[config.mk]
export PLATFORM = sky130hd
export DESIGN_NAME = encoder_fault_monitor
export DESIGN_NICKNAME = d
export VERILOG_FILES = /design/src/hdl/fault_monitor_pkg.sv /design/src/hdl/sticky_status_reg.sv /design/src/hdl/deviation_checker.sv /design/src/hdl/encoder_fault_monitor.sv
export SDC_FILE = /design/constraint.sdc
export NUM_CORES = 1
export LEC_CHECK = 0
export BUFFER_PORTS_ARGS = -buffer_cell sky130_fd_sc_hd__buf_2
export CAP_MARGIN = 20
export CORE_MARGIN = 5
export CORE_UTILIZATION = 26
export DETAILED_ROUTE_END_ITERATION = 10
export PLACE_DENSITY = 0.47
export SETUP_SLACK_MARGIN = 0.1
export SLEW_MARGIN = 10
export SYNTH_ARGS = -nofsm -noshare
export SYNTH_HDL_FRONTEND = slang
export SYNTH_SLANG_ARGS = --single-unit
[constraint.sdc]
create_clock -name core_clk -period 4.5 [get_ports core_clk]
set_clock_uncertainty 0.1 [all_clocks]
set_input_delay 0.45 -clock core_clk [delete_from_list [all_inputs] [get_ports core_clk]]
set_output_delay 0.45 -clock core_clk [all_outputs]
set_load 0.005 [all_outputs]
[src/hdl/fault_monitor_pkg.sv]
// Purpose : shared constants for the encoder fault monitor
// Assumes : plain register port, 8-bit address and data
// Notes   : offsets, bit positions and reset values live here; the bench repeats them as literals
package fault_monitor_pkg;

    localparam int ADDR_W = 8;
    localparam int DATA_W = 8;
    localparam int POS_W  = 16;

    // ------------------------------------------------------------
    // register offsets
    // ------------------------------------------------------------
    localparam logic [ADDR_W-1:0] ACC_ERR_OFS      = 8'h44;
    localparam logic [ADDR_W-1:0] USER_WARN_OFS    = 8'h47;
    localparam logic [ADDR_W-1:0] ACCEL_LIM_OFS    = 8'h50;
    localparam logic [ADDR_W-1:0] DEV_LIM_OFS      = 8'h51;
    localparam logic [ADDR_W-1:0] EVENT_HIGH_OFS   = 8'h52;
    localparam logic [ADDR_W-1:0] LIVE_HIGH_OFS    = 8'h53;
    localparam logic [ADDR_W-1:0] LIVE_LOW_OFS     = 8'h54;
    localparam logic [ADDR_W-1:0] IRQ_STAT_OFS     = 8'h55;
    localparam logic [ADDR_W-1:0] IRQ_MASK_OFS     = 8'h56;
    localparam logic [ADDR_W-1:0] WARN_PERSIST_OFS = 8'h57;

    // ------------------------------------------------------------
    // field positions
    // ------------------------------------------------------------
    localparam int ACC_ERR_BITS    = 4;
    localparam int ACC_INVALID_BIT = 0;
    localparam int ACC_DENIED_BIT  = 1;
    localparam int ACC_RES_BIT     = 2;
    localparam int ACC_FILE_BIT    = 3;
    localparam int WARN_BITS       = 8;

    localparam int EV_DEV_BIT = 1;
    localparam int EV_EST_BIT = 3;
    localparam int EV_SUM_BIT = 6;
    localparam int LQ_LOW_BIT = 2;

    localparam int EVB_BITS = 2;
    localparam int EVB_DEV  = 0;
    localparam int EVB_EST  = 1;

    localparam int IRQ_BITS = 4;
    localparam int IRQ_ACC  = 0;
    localparam int IRQ_WARN = 1;
    localparam int IRQ_DEV  = 2;
    localparam int IRQ_EST  = 3;

    // ------------------------------------------------------------
    // reset and default values
    // ------------------------------------------------------------
    localparam logic [DATA_W-1:0] DATA_ZERO         = 8'h00;
    localparam logic [DATA_W-1:0] ACCEL_LIM_RST     = 8'h10;
    localparam logic [DATA_W-1:0] DEV_LIM_RST       = 8'h20;
    localparam logic [DATA_W-1:0] LIVE_HIGH_DEFAULT = 8'h4A;
    localparam logic [DATA_W-1:0] LIVE_LOW_DEFAULT  = 8'h04;

endpackage : fault_monitor_pkg

[src/hdl/sticky_status_reg.sv]
// Purpose : vector of acknowledgeable status bits
// Assumes : set, cause and clear are synchronous to core_clk
// Notes   : a set beats a clear in the same cycle
`timescale 1ns/100ps
`default_nettype none
module sticky_status_reg #(
    parameter int WIDTH = 8
) (
    // clock and reset
    input  wire logic             core_clk,
    input  wire logic             sys_rst,
    // bit control
    input  wire logic [WIDTH-1:0] setEvt,
    input  wire logic [WIDTH-1:0] cause,
    input  wire logic [WIDTH-1:0] permanent,
    input  wire logic [WIDTH-1:0] clearBits,
    // state
    output logic      [WIDTH-1:0] bits
);

    // permanent bits with a live cause come straight back after a clear
    always_ff @(posedge core_clk) begin
        if (sys_rst) begin
            bits <= '0;
        end else begin
            bits <= (bits & ~clearBits) | setEvt | (permanent & cause);
        end
    end
endmodule : sticky_status_reg
`default_nettype wire

[src/hdl/deviation_checker.sv]
// Purpose : flags a fast position deviation beyond the tolerance
// Assumes : positions are unsigned counts of equal scale
// Notes   : tolerance is the sum of both user limits
`timescale 1ns/100ps
`default_nettype none
module deviation_checker
    import fault_monitor_pkg::*;
(
    // clock and reset
    input  wire logic              core_clk,
    input  wire logic              sys_rst,
    // positions
    input  wire logic [POS_W-1:0]  mechPos,
    input  wire logic [POS_W-1:0]  calcPos,
    // limits
    input  wire logic [DATA_W-1:0] accelBoundaryLimit,
    input  wire logic [DATA_W-1:0] estimatorDeviationLimit,
    // result
    output logic                   overLimit
);

    logic [POS_W-1:0]  deviation;
    logic [DATA_W:0]   tolerance;

    assign deviation = (mechPos >= calcPos) ? (mechPos - calcPos) : (calcPos - mechPos);
    assign tolerance = {1'b0, accelBoundaryLimit} + {1'b0, estimatorDeviationLimit};

    always_ff @(posedge core_clk) begin
        if (sys_rst) begin
            overLimit <= 1'b0;
        end else begin
            overLimit <= (deviation > POS_W'(tolerance));
        end
    end
endmodule : deviation_checker
`default_nettype wire

[src/hdl/encoder_fault_monitor.sv]
// Purpose : fault and status monitoring for the drive side of a feedback link
// Assumes : event inputs are one-cycle pulses, levels are synchronous
// Notes   : registers are reached over a plain strobe port, data one cycle later
//
// Overview of operation
// - file access failure sets access bit 3
// - resource access failure sets access bit 2
// - refused access sets access bit 1
// - invalid argument or command sets bit 0
// - permanent bit returns after clear while cause
// - non-permanent bit goes away once cleared
// - deviation flag rises when error exceeds tolerance
// - tolerance comes from both user limits
// - deviation latched in event bit one, live mirror
// - estimator output mirrored in event bit three
// - startup shows default live notifications until online
//
// Design decision made here: the plain strobed port.
`timescale 1ns/100ps
`default_nettype none
module encoder_fault_monitor (
    // clock and reset
    input  wire logic                               core_clk,
    input  wire logic                               sys_rst,
    // register port
    input  wire logic [fault_monitor_pkg::ADDR_W-1:0] regAddr,
    input  wire logic [fault_monitor_pkg::DATA_W-1:0] wrData,
    input  wire logic                               wrStb,
    input  wire logic                               rdStb,
    output logic      [fault_monitor_pkg::DATA_W-1:0] rdData,
    // access error events
    input  wire logic                               fileAccessFail,
    input  wire logic                               resourceAccessFail,
    input  wire logic                               accessRefused,
    input  wire logic                               invalidAccess,
    // user warnings
    input  wire logic [fault_monitor_pkg::WARN_BITS-1:0] userWarnEvt,
    input  wire logic [fault_monitor_pkg::WARN_BITS-1:0] userWarnCause,
    // position and link state
    input  wire logic [fault_monitor_pkg::POS_W-1:0] mechPos,
    input  wire logic [fault_monitor_pkg::POS_W-1:0] calcPos,
    input  wire logic                               fastPosInvalid,
    input  wire logic                               encoderOnline,
    input  wire logic                               linkQualityMonitor,
    // status outputs
    output logic                                    deviationThresholdFlag,
    output logic                                    estimatorActive,
    output logic      [fault_monitor_pkg::DATA_W-1:0] liveStatusHigh,
    output logic      [fault_monitor_pkg::DATA_W-1:0] liveStatusLow,
    output logic                                    irq
);
    import fault_monitor_pkg::*;

    // ------------------------------------------------------------
    // declarations
    // ------------------------------------------------------------
    logic [ACC_ERR_BITS-1:0] accSet;
    logic [ACC_ERR_BITS-1:0] accClear;
    logic [ACC_ERR_BITS-1:0] accessErrStatus;
    logic [WARN_BITS-1:0]    warnClear;
    logic [WARN_BITS-1:0]    userWarnStatus;
    logic [WARN_BITS-1:0]    warnPersist;
    logic [DATA_W-1:0]       accelBoundaryLimit;
    logic [DATA_W-1:0]       estimatorDeviationLimit;
    logic [EVB_BITS-1:0]     evSet;
    logic [EVB_BITS-1:0]     evClear;
    logic [EVB_BITS-1:0]     evBits;
    logic [IRQ_BITS-1:0]     irqSet;
    logic [IRQ_BITS-1:0]     irqClear;
    logic [IRQ_BITS-1:0]     irqStatus;
    logic [IRQ_BITS-1:0]     irqMask;
    logic [DATA_W-1:0]       eventHighView;
    logic [DATA_W-1:0]       next_rdData;
    logic                    devPrev;
    logic                    estPrev;
    logic                    devRise;
    logic                    estRise;
    logic                    summaryBit;
    logic                    wrAcc;
    logic                    wrWarn;
    logic                    wrEvent;
    logic                    wrIrq;

    // ------------------------------------------------------------
    // register write decode
    // ------------------------------------------------------------
    assign wrAcc   = wrStb && (regAddr == ACC_ERR_OFS);
    assign wrWarn  = wrStb && (regAddr == USER_WARN_OFS);
    assign wrEvent = wrStb && (regAddr == EVENT_HIGH_OFS);
    assign wrIrq   = wrStb && (regAddr == IRQ_STAT_OFS);

    // writing a one acknowledges that bit
    assign accClear  = wrAcc ? wrData[ACC_ERR_BITS-1:0] : '0;
    assign warnClear = wrWarn ? wrData[WARN_BITS-1:0] : '0;
    assign irqClear  = wrIrq ? wrData[IRQ_BITS-1:0] : '0;

    always_comb begin
        evClear = '0;
        if (wrEvent) begin
            evClear[EVB_DEV] = wrData[EV_DEV_BIT];
            evClear[EVB_EST] = wrData[EV_EST_BIT];
        end
    end

    // ------------------------------------------------------------
    // configuration registers
    // ------------------------------------------------------------
    always_ff @(posedge core_clk) begin
        if (sys_rst) begin
            accelBoundaryLimit      <= ACCEL_LIM_RST;
            estimatorDeviationLimit <= DEV_LIM_RST;
        end else if (wrStb && (regAddr == ACCEL_LIM_OFS)) begin
            accelBoundaryLimit <= wrData;
        end else if (wrStb && (regAddr == DEV_LIM_OFS)) begin
            estimatorDeviationLimit <= wrData;
        end
    end

    always_ff @(posedge core_clk) begin
        if (sys_rst) begin
            irqMask     <= '0;
            warnPersist <= '0;
        end else if (wrStb && (regAddr == IRQ_MASK_OFS)) begin
            irqMask <= wrData[IRQ_BITS-1:0];
        end else if (wrStb && (regAddr == WARN_PERSIST_OFS)) begin
            warnPersist <= wrData[WARN_BITS-1:0];
        end
    end

    // ------------------------------------------------------------
    // encoder access error status
    // ------------------------------------------------------------
    always_comb begin
        accSet                  = '0;
        accSet[ACC_FILE_BIT]    = fileAccessFail;
        accSet[ACC_RES_BIT]     = resourceAccessFail;
        accSet[ACC_DENIED_BIT]  = accessRefused;
        accSet[ACC_INVALID_BIT] = invalidAccess;
    end

    // every access error bit is non-permanent
    sticky_status_reg #(
        .WIDTH     (ACC_ERR_BITS)
    ) u_access_err (
        .core_clk  (core_clk),
        .sys_rst   (sys_rst),
        .setEvt    (accSet),
        .cause     (accSet),
        .permanent ('0),
        .clearBits (accClear),
        .bits      (accessErrStatus)
    );

    // ------------------------------------------------------------
    // user warning status, persistence chosen per bit
    // ------------------------------------------------------------
    sticky_status_reg #(
        .WIDTH     (WARN_BITS)
    ) u_user_warn (
        .core_clk  (core_clk),
        .sys_rst   (sys_rst),
        .setEvt    (userWarnEvt),
        .cause     (userWarnCause),
        .permanent (warnPersist),
        .clearBits (warnClear),
        .bits      (userWarnStatus)
    );

    // ------------------------------------------------------------
    // deviation and estimator
    // ------------------------------------------------------------
    deviation_checker u_dev (
        .core_clk                (core_clk),
        .sys_rst                 (sys_rst),
        .mechPos                 (mechPos),
        .calcPos                 (calcPos),
        .accelBoundaryLimit      (accelBoundaryLimit),
        .estimatorDeviationLimit (estimatorDeviationLimit),
        .overLimit               (deviationThresholdFlag)
    );

    always_ff @(posedge core_clk) begin
        if (sys_rst) begin
            estimatorActive <= 1'b0;
            devPrev         <= 1'b0;
            estPrev         <= 1'b0;
        end else begin
            estimatorActive <= fastPosInvalid;
            devPrev         <= deviationThresholdFlag;
            estPrev         <= estimatorActive;
        end
    end

    assign devRise = deviationThresholdFlag && !devPrev;
    assign estRise = estimatorActive && !estPrev;

    always_comb begin
        evSet          = '0;
        evSet[EVB_DEV] = devRise;
        evSet[EVB_EST] = estRise;
    end

    // latched event register, cleared by software after reading
    sticky_status_reg #(
        .WIDTH     (EVB_BITS)
    ) u_event_high (
        .core_clk  (core_clk),
        .sys_rst   (sys_rst),
        .setEvt    (evSet),
        .cause     (evSet),
        .permanent ('0),
        .clearBits (evClear),
        .bits      (evBits)
    );

    assign summaryBit = (|evBits) || (|accessErrStatus) || (|userWarnStatus);

    always_comb begin
        eventHighView             = DATA_ZERO;
        eventHighView[EV_DEV_BIT] = evBits[EVB_DEV];
        eventHighView[EV_EST_BIT] = evBits[EVB_EST];
        eventHighView[EV_SUM_BIT] = summaryBit;
    end

    // ------------------------------------------------------------
    // live status, non-persisting
    // ------------------------------------------------------------
    always_ff @(posedge core_clk) begin
        if (sys_rst) begin
            liveStatusHigh <= LIVE_HIGH_DEFAULT;
            liveStatusLow  <= LIVE_LOW_DEFAULT;
        end else if (!encoderOnline) begin
            liveStatusHigh <= LIVE_HIGH_DEFAULT;
            liveStatusLow  <= LIVE_LOW_DEFAULT;
        end else begin
            liveStatusHigh             <= DATA_ZERO;
            liveStatusHigh[EV_DEV_BIT] <= deviationThresholdFlag;
            liveStatusHigh[EV_EST_BIT] <= estimatorActive;
            liveStatusHigh[EV_SUM_BIT] <= deviationThresholdFlag || estimatorActive
                                          || summaryBit;
            liveStatusLow              <= DATA_ZERO;
            liveStatusLow[LQ_LOW_BIT]  <= linkQualityMonitor;
        end
    end

    // ------------------------------------------------------------
    // interrupt
    // ------------------------------------------------------------
    always_comb begin
        irqSet           = '0;
        irqSet[IRQ_ACC]  = |accSet;
        irqSet[IRQ_WARN] = |userWarnEvt;
        irqSet[IRQ_DEV]  = devRise;
        irqSet[IRQ_EST]  = estRise;
    end

    sticky_status_reg #(
        .WIDTH     (IRQ_BITS)
    ) u_irq_status (
        .core_clk  (core_clk),
        .sys_rst   (sys_rst),
        .setEvt    (irqSet),
        .cause     (irqSet),
        .permanent ('0),
        .clearBits (irqClear),
        .bits      (irqStatus)
    );

    always_ff @(posedge core_clk) begin
        if (sys_rst) begin
            irq <= 1'b0;
        end else begin
            irq <= |(irqStatus & irqMask);
        end
    end

    // ------------------------------------------------------------
    // register read
    // ------------------------------------------------------------
    always_comb begin
        if (regAddr == ACC_ERR_OFS) begin
            next_rdData = {{(DATA_W-ACC_ERR_BITS){1'b0}}, accessErrStatus};
        end else if (regAddr == USER_WARN_OFS) begin
            next_rdData = userWarnStatus;
        end else if (regAddr == ACCEL_LIM_OFS) begin
            next_rdData = accelBoundaryLimit;
        end else if (regAddr == DEV_LIM_OFS) begin
            next_rdData = estimatorDeviationLimit;
        end else if (regAddr == EVENT_HIGH_OFS) begin
            next_rdData = eventHighView;
        end else if (regAddr == LIVE_HIGH_OFS) begin
            next_rdData = liveStatusHigh;
        end else if (regAddr == LIVE_LOW_OFS) begin
            next_rdData = liveStatusLow;
        end else if (regAddr == IRQ_STAT_OFS) begin
            next_rdData = {{(DATA_W-IRQ_BITS){1'b0}}, irqStatus};
        end else if (regAddr == IRQ_MASK_OFS) begin
            next_rdData = {{(DATA_W-IRQ_BITS){1'b0}}, irqMask};
        end else if (regAddr == WARN_PERSIST_OFS) begin
            next_rdData = warnPersist;
        end else begin
            next_rdData = DATA_ZERO;
        end
    end

    // data stands only in the cycle after the strobe
    always_ff @(posedge core_clk) begin
        if (sys_rst) begin
            rdData <= DATA_ZERO;
        end else if (rdStb) begin
            rdData <= next_rdData;
        end else begin
            rdData <= DATA_ZERO;
        end
    end
endmodule : encoder_fault_monitor
`default_nettype wire

==> results.yml, run 1 <==
cts:
  postCtsResizedCells: 0
  tritoncts_clock_tree: "built"
  cts_inserted_buffers: 9
  ctsHoldBuffers: 0
  post-cts-setup-buffer-count: 0
  clkLatencyLatePin_ps: 320
  path_clk_slew_ps: 50
  clock_buffer_depth: 2
  cts.sink_count: 63
  clock-root-buffer: "clkbuf_16"
  htree_num_levels: 3
floorplan:
  die_y_um: 148
  die_width_um: 148
  placeableCoreArea_um2: 18700
  die-area_um2: 21900
  top_level_ports: 102
  start_util_pct: 26.5
  placementRows: 50
final_layout:
  most_frequent_standard_cell_in_the_layout_excluding_fill_and_tap_cells: "buf_2"
  most-common-layout-cells: "buf_2, a21oi_1, dfxtp_1"
  drive_gt1_share_pct: 19.7
  post-route-util_pct: 31.1
  n_antenna_cell: 0
  area_growth_syn_to_layout_pct: 17.2
  design.final.nets: 825
  fill_cells: 1998
worst_hold_path:
  hp-class: "in2reg"
sta:
  hold_viol_final: 0
  finalSetupViolations: 0
  timing.slew.headroom_pct: 30.0
  finalMaxSlewViolations: 0
  tightest_slew_ps: 1050
  min_cycle_time_layout_ps: 3710
  totalNegativeSetupSlack_ps: 0
  fmax_mhz: 270
  rsz0062_at_grt: "false"
  final_period_util_pct: 82.4
worst_setup_path:
  critPathRequiredTime_ps: 4550
  cp-end-kind: "flop"
  largest_driver_fanout_on_the_critical_path: 12
  path_class: "in2reg"
  critPathArrivalTime_ps: 3760
  timing.critical_path.from_type: "input pin"
job:
  cap_viol_max_count: 0
synthesis:
  count_of_unique_library_cells_instantiated_by_yosys: 67
  yosys_register_bits: 63
  post_synth.cell_area_avg_um2: 7.94
  synth-async-reset-ratio_pct: 0
  mappedNetlistArea_um2: 4950
  synth-main-ff-cell: "dfxtp_1"
  yosysSeqAreaShare_pct: 25.5
  yosys_warnings: 0
  synthCells: 624
  synth_edf_count: 0
grt:
  grt_start_max_net_pins: 54
  first_global_vias: 4441
  grt-ovfl-total: 0
  grt_pass1_wl_um: 23300
  grt_antenna_before_repair: 0
  globalRouteTotalUtil_pct: 12.8
pwr:
  maximum_ir_drop_on_the_vdd_rail_uv: 166
  power_per_cell_area_nw_per_um2: 295
  power_leakage_uw: 0.00254
placement:
  placer_congestion: 0.806
  dpl.hpwl_um: 11300
  place.port_buffers: 89
routing:
  vias: 4563
  detail_route.iter0.violations: 239
  detail_route.wl_per_cell_um: 15.2
  post-route-drc-count: 0
  wirelength_um: 14300
  antenna_violating_nets_post_route: 0
  drt_pass1_iterations: 5
  avgViaCountPerCell: 4.86
outcome:
  outcome: "completed"
==> registers in the layout (all words and copies together) (netlist names) <==
name,count
accelBoundaryLimit,8
devPrev,1
estPrev,1
estimatorActive,1
estimatorDeviationLimit,8
irq,1
irqMask,4
liveStatusHigh,3
liveStatusLow,1
rdData,8
u_access_err.bits,4
u_dev.overLimit,1
u_event_high.bits,2
u_irq_status.bits,4
u_user_warn.bits,8
warnPersist,8
==> metrics by stage <==
stage	cells	setup slack, ps	power [uW]	hold slack, ps	instance area [um2]
detailed placement	922	432	1010	372	5500
floorplan	635	741	901	344	5000
CTS	938	773	1730	207	5810
global placement	922	493	1010	378	5500
global route	938	577	1800	208	5810
finish	938	793	1710	208	5810
==> final cells by class <==
cell class              instances  area [um2]  share of cell area, %
flip-flops and latches         63        1260                   21.7
clock buffers                  12         236                   4.07
repair buffers                 98         513                   8.83
well taps                     234         293                   5.04
multi-input cells             482        3270                   56.2
clock inverters                 4        70.1                   1.21
inverters                      45         169                   2.91
==> per-layer routing <==
metal  vias up  wire [um]  GRT usage (%)
met2        96       6190           19.4
met1      2086       7400           19.2
li1       2364          -              -
met4         0        220           3.46
met5         -          0              0
met3        17        483           1.50
==> path summary, 6_finish.rpt <==
path	start	endpoint	slack, ps	cells after the start
setup / recovery	mechPos[3]	u_dev.overLimit	790	18
hold / removal	linkQualityMonitor	liveStatusLow[2]	210	2
setup reg to reg	accelBoundaryLimit[0]	u_dev.overLimit	1270	15
hold reg to reg	estimatorDeviationLimit[0]	estimatorDeviationLimit[0]	380	2
==> synth_stat cells, types with 2 or more instances <==
library cell  number  area, um2
a211o_1            3       26.3
a211oi_1           5       37.5
a21o_1            11       82.6
a21o_2             4       35.0
a21oi_1           73        365
a221oi_1          10       87.6
a22oi_1           16        120
a31oi_1            5       31.3
and2_1             3       18.8
and3_1             6       37.5
buf_2              3       15.0
buf_4             17        128
buf_6              3       33.8
clkbuf_1          17       63.8
clkbuf_8           4       55.1
dfxtp_1           63       1260
fa_1               3       60.1
ha_1              48        601
inv_1             45        169
mux2_2             5       56.3
mux2i_1           10        100
nand2_1           52        195
nand2b_1          12       75.1
nand3_1           36        180
nand4_1            7       43.8
nor2_1            40        150
nor2b_1            9       56.3
nor3_1             8       40.0
nor4_1             6       37.5
o2111ai_1          2       17.5
o211ai_1           5       37.5
o21a_1             7       52.6
o21ai_0           24        120
o21bai_1           8       60.1
o22ai_1            4       25.0
or2_2              3       18.8
or3_1              2       12.5
xnor2_1           12        105
xor2_1             5       43.8
==> power by group <==
group	internal, uW	leakage (uW)	total (uW)	switching [uW]
Combinational	178	0.00187	408	230
Sequential	574	0.000515	588	14.6
Clock	483	0.000151	718	235
Total	1230	0.00254	1710	480
==> worst max-delay path: stages <==
cell and delay, ps:
buf_2 90, inv_1 40, ha_1 450, nand4_1 180, a311o_1 390, o211a_1 150
o21ai_2 130, buf_4 210, o21ai_0 130, xnor2_1 140, ha_1 310, a21o_1 150
a21o_1 170, a211oi_1 210, o21ai_0 120, o211ai_1 110, o2111a_1 220, a41oi_2 110
==> kinds of logic (layout without fill, tap and decap cells) <==
group	Yosys count	in the layout	synth area share [%]
other	1	12	0.0757
and+or+nand+nor	194	194	19.5
AOI/OAI and AO/OA	193	193	26.0
buffers and inverters	90	159	9.47
muxes	15	15	3.16
adders and majority gates	51	51	13.3
xor gates and xnor gates	17	17	3.00
DFF	63	63	25.5
No activity file was read; power rests on OpenSTA's default activity.
==> run 2, diff against run 1 <==
--- a/config.mk
+++ b/config.mk
@@ -10,7 +10,7 @@
 export CORE_MARGIN = 5
 export CORE_UTILIZATION = 26
 export DETAILED_ROUTE_END_ITERATION = 10
-export PLACE_DENSITY = 0.47
+export PLACE_DENSITY = 0.48
 export SETUP_SLACK_MARGIN = 0.1
 export SLEW_MARGIN = 10
 export SYNTH_ARGS = -nofsm -noshare
==> constraint.sdc (replaced) <==
create_clock -name core_clk -period 3 [get_ports core_clk]
set_clock_uncertainty 0.1 [all_clocks]
set_input_delay 0.3 -clock core_clk [delete_from_list [all_inputs] [get_ports core_clk]]
set_output_delay 0.3 -clock core_clk [all_outputs]
set_load 0.005 [all_outputs]
==> run 2 against run 1 <==
Against the previous run:
- the run now ends with setup timing left
- clock power rose by 67%
- via count rose by 8.1%
- non-clock buffer count rose by 87
- largest cell class unchanged
- register-to-register slack got worse by 1300 ps
==> results.yml, run 2 (synthesis results as in run 1) <==
worst_hold_path:
  hp-class: "in2reg"
floorplan:
  die-area_um2: 21900
  die_y_um: 148
  placeableCoreArea_um2: 18700
  top_level_ports: 102
  start_util_pct: 26.5
  placementRows: 50
  die_width_um: 148
sta:
  timing.slew.headroom_pct: 31.2
  totalNegativeSetupSlack_ps: -161
  hold_viol_final: 0
  tightest_slew_ps: 1030
  postLayoutSetupSlackWorst_ps: -161
  finalSetupViolations: 1
  finalHoldWorstSlack_ps: 52.5
  fmax_mhz: 316
  min_cycle_time_layout_ps: 3160
  finalMaxSlewViolations: 0
  rsz0062_at_grt: "true"
  final_period_util_pct: 105
worst_setup_path:
  end_of_the_worst_register_to_register_path: "u_dev.overLimit"
  timing.critical_path.from: "calcPos[3]"
  timing.critical_path.slowest_stage_cell: "a311o_1"
  worstReg2RegStart: "accelBoundaryLimit[0]"
  cp-end-kind: "flop"
  largest_driver_fanout_on_the_critical_path: 4
  critical_path_cell_count: 18
  critical_path.max_stage_delay_ps: 370
  cp.buffers_inverters: 2
  critPathCapture: "u_dev.overLimit"
  path_cells: "buf_2 > ha_4 > nand4_1 > a311o_1 > o211a_1 > o21ai_2 > buf_4 > nand2_1 > o21ai_1 > xnor2_1 > ha_1 > a21o_1 > a21o_1 > a211oi_2 > o21ai_1 > o211ai_1 > o2111a_1 > a41oi_2"
  critPathArrivalTime_ps: 3210
  path_class: "in2reg"
  timing.critical_path.from_type: "input pin"
  critPathRequiredTime_ps: 3050
  worstRegToRegCells: 15
  reg2reg_setup_slack_ps: -50
  cpLargestDelayFamily: "compound AO/OA/AOI/OAI gates"
pwr:
  power_leakage_uw: 0.00299
  power_per_cell_area_nw_per_um2: 427
  maximum_ir_drop_on_the_vdd_rail_uv: 260
final_layout:
  most-common-layout-cells: "buf_4, buf_2, a21oi_1"
  most_frequent_standard_cell_in_the_layout_excluding_fill_and_tap_cells: "buf_4"
  design.final.nets: 912
  n_antenna_cell: 0
  final_cell_count_no_fill: 1025
  drive_gt1_share_pct: 32.1
  area_growth_syn_to_layout_pct: 35.9
  post-route-util_pct: 36.0
routing:
  detail_route.wl_per_cell_um: 14.6
  detail_route.iter0.violations: 294
  avgViaCountPerCell: 4.81
  post-route-drc-count: 0
  wirelength_um: 15000
  drt_pass1_iterations: 5
  antenna_violating_nets_post_route: 0
  vias: 4932
grt:
  first_global_vias: 4759
  globalRouteTotalUtil_pct: 13.3
  grt-ovfl-total: 0
  grt_antenna_before_repair: 0
  grt_start_max_net_pins: 54
  grt_pass1_wl_um: 24100
cts:
  ctsHoldBuffers: 0
  clock-root-buffer: "clkbuf_16"
  cts.sink_count: 63
  htree_num_levels: 3
  path_clk_slew_ps: 60
  tritoncts_clock_tree: "built"
  cts_inserted_buffers: 9
  clkLatencyLatePin_ps: 320
  clock_buffer_depth: 2
placement:
  place.port_buffers: 89
  placer_congestion: 0.819
  dpl.hpwl_um: 12000
  post-place-cells: 1006
  placement.setup.worst_slack_ps: -664
outcome:
  outcome: "finished with violations"
  failing_checks: "setup timing"
job:
  cap_viol_max_count: 0
==> run 2: changes by cell type in the layout (fill, tap and decap cells not counted), moves of 3 or more <==
cell / change
buf_2: -8
ha_4: +12
ha_1: -12
o21ai_0: -3
inv_1: -9
buf_4: +86
buf_6: +9
inv_2: +8
clkbuf_1: -3
o21ai_1: +3
==> run 2: cell type report <==
class	instances	area (um2)
Tap cell	234	293
Clock inverter	7	120
Sequential cell	63	1260
Clock buffer	9	225
Fill cell	1972	12000
Inverter	45	171
Timing Repair Buffer	185	1220
Multi-Input combinational cell	482	3440
==> run 2: what timing repair did <==
item                                    in CTS  in global routing
pin swaps                                   14                  1
gates resized for setup                     31                  1
endpoints found under the hold margin        0                  0
setup buffers                                3                  0
endpoints found under the setup margin       1                  1
==> run 2: worst min path at each step <==
stage / start / end / slack [ps] / cells past startpoint
6_report: linkQualityMonitor / liveStatusLow[2] / 50 / 2
5_1_grt: linkQualityMonitor / liveStatusLow[2] / 70 / 2
4_1_cts: linkQualityMonitor / liveStatusLow[2] / 50 / 2
3_5_place_dp: warnPersist[5] / warnPersist[5] / 370 / 2
3_3_place_gp: warnPersist[1] / warnPersist[1] / 380 / 2
2_1_floorplan: linkQualityMonitor / liveStatusLow[2] / 300 / 1
==> run 2: where the power goes <==
group	total [uW]	switching [uW]	internal, uW
Combinational	789	389	400
Sequential	881	21.1	860
Clock	1200	390	814
==> run 2: per-layer routing <==
| layer | GRT usage, % | wire (um) |
|---|---|---|
| met1 | 18.9 | 7460 |
| met2 | 21.6 | 6840 |
| met3 | 1.38 | 569 |
| met4 | 2.96 | 131 |
| met5 | 0 | 0 |
==> run 2: per-stage QoR <==
| step | area [um2] | total power [uW] |
|---|---|---|
| 2_1_floorplan | 5060 | 1370 |
| 6_report | 6730 | 2870 |
| 5_1_grt | 6730 | 3010 |
| 3_5_place_dp | 6170 | 1640 |
| 3_3_place_gp | 6170 | 1640 |
| 4_1_cts | 6730 | 2890 |
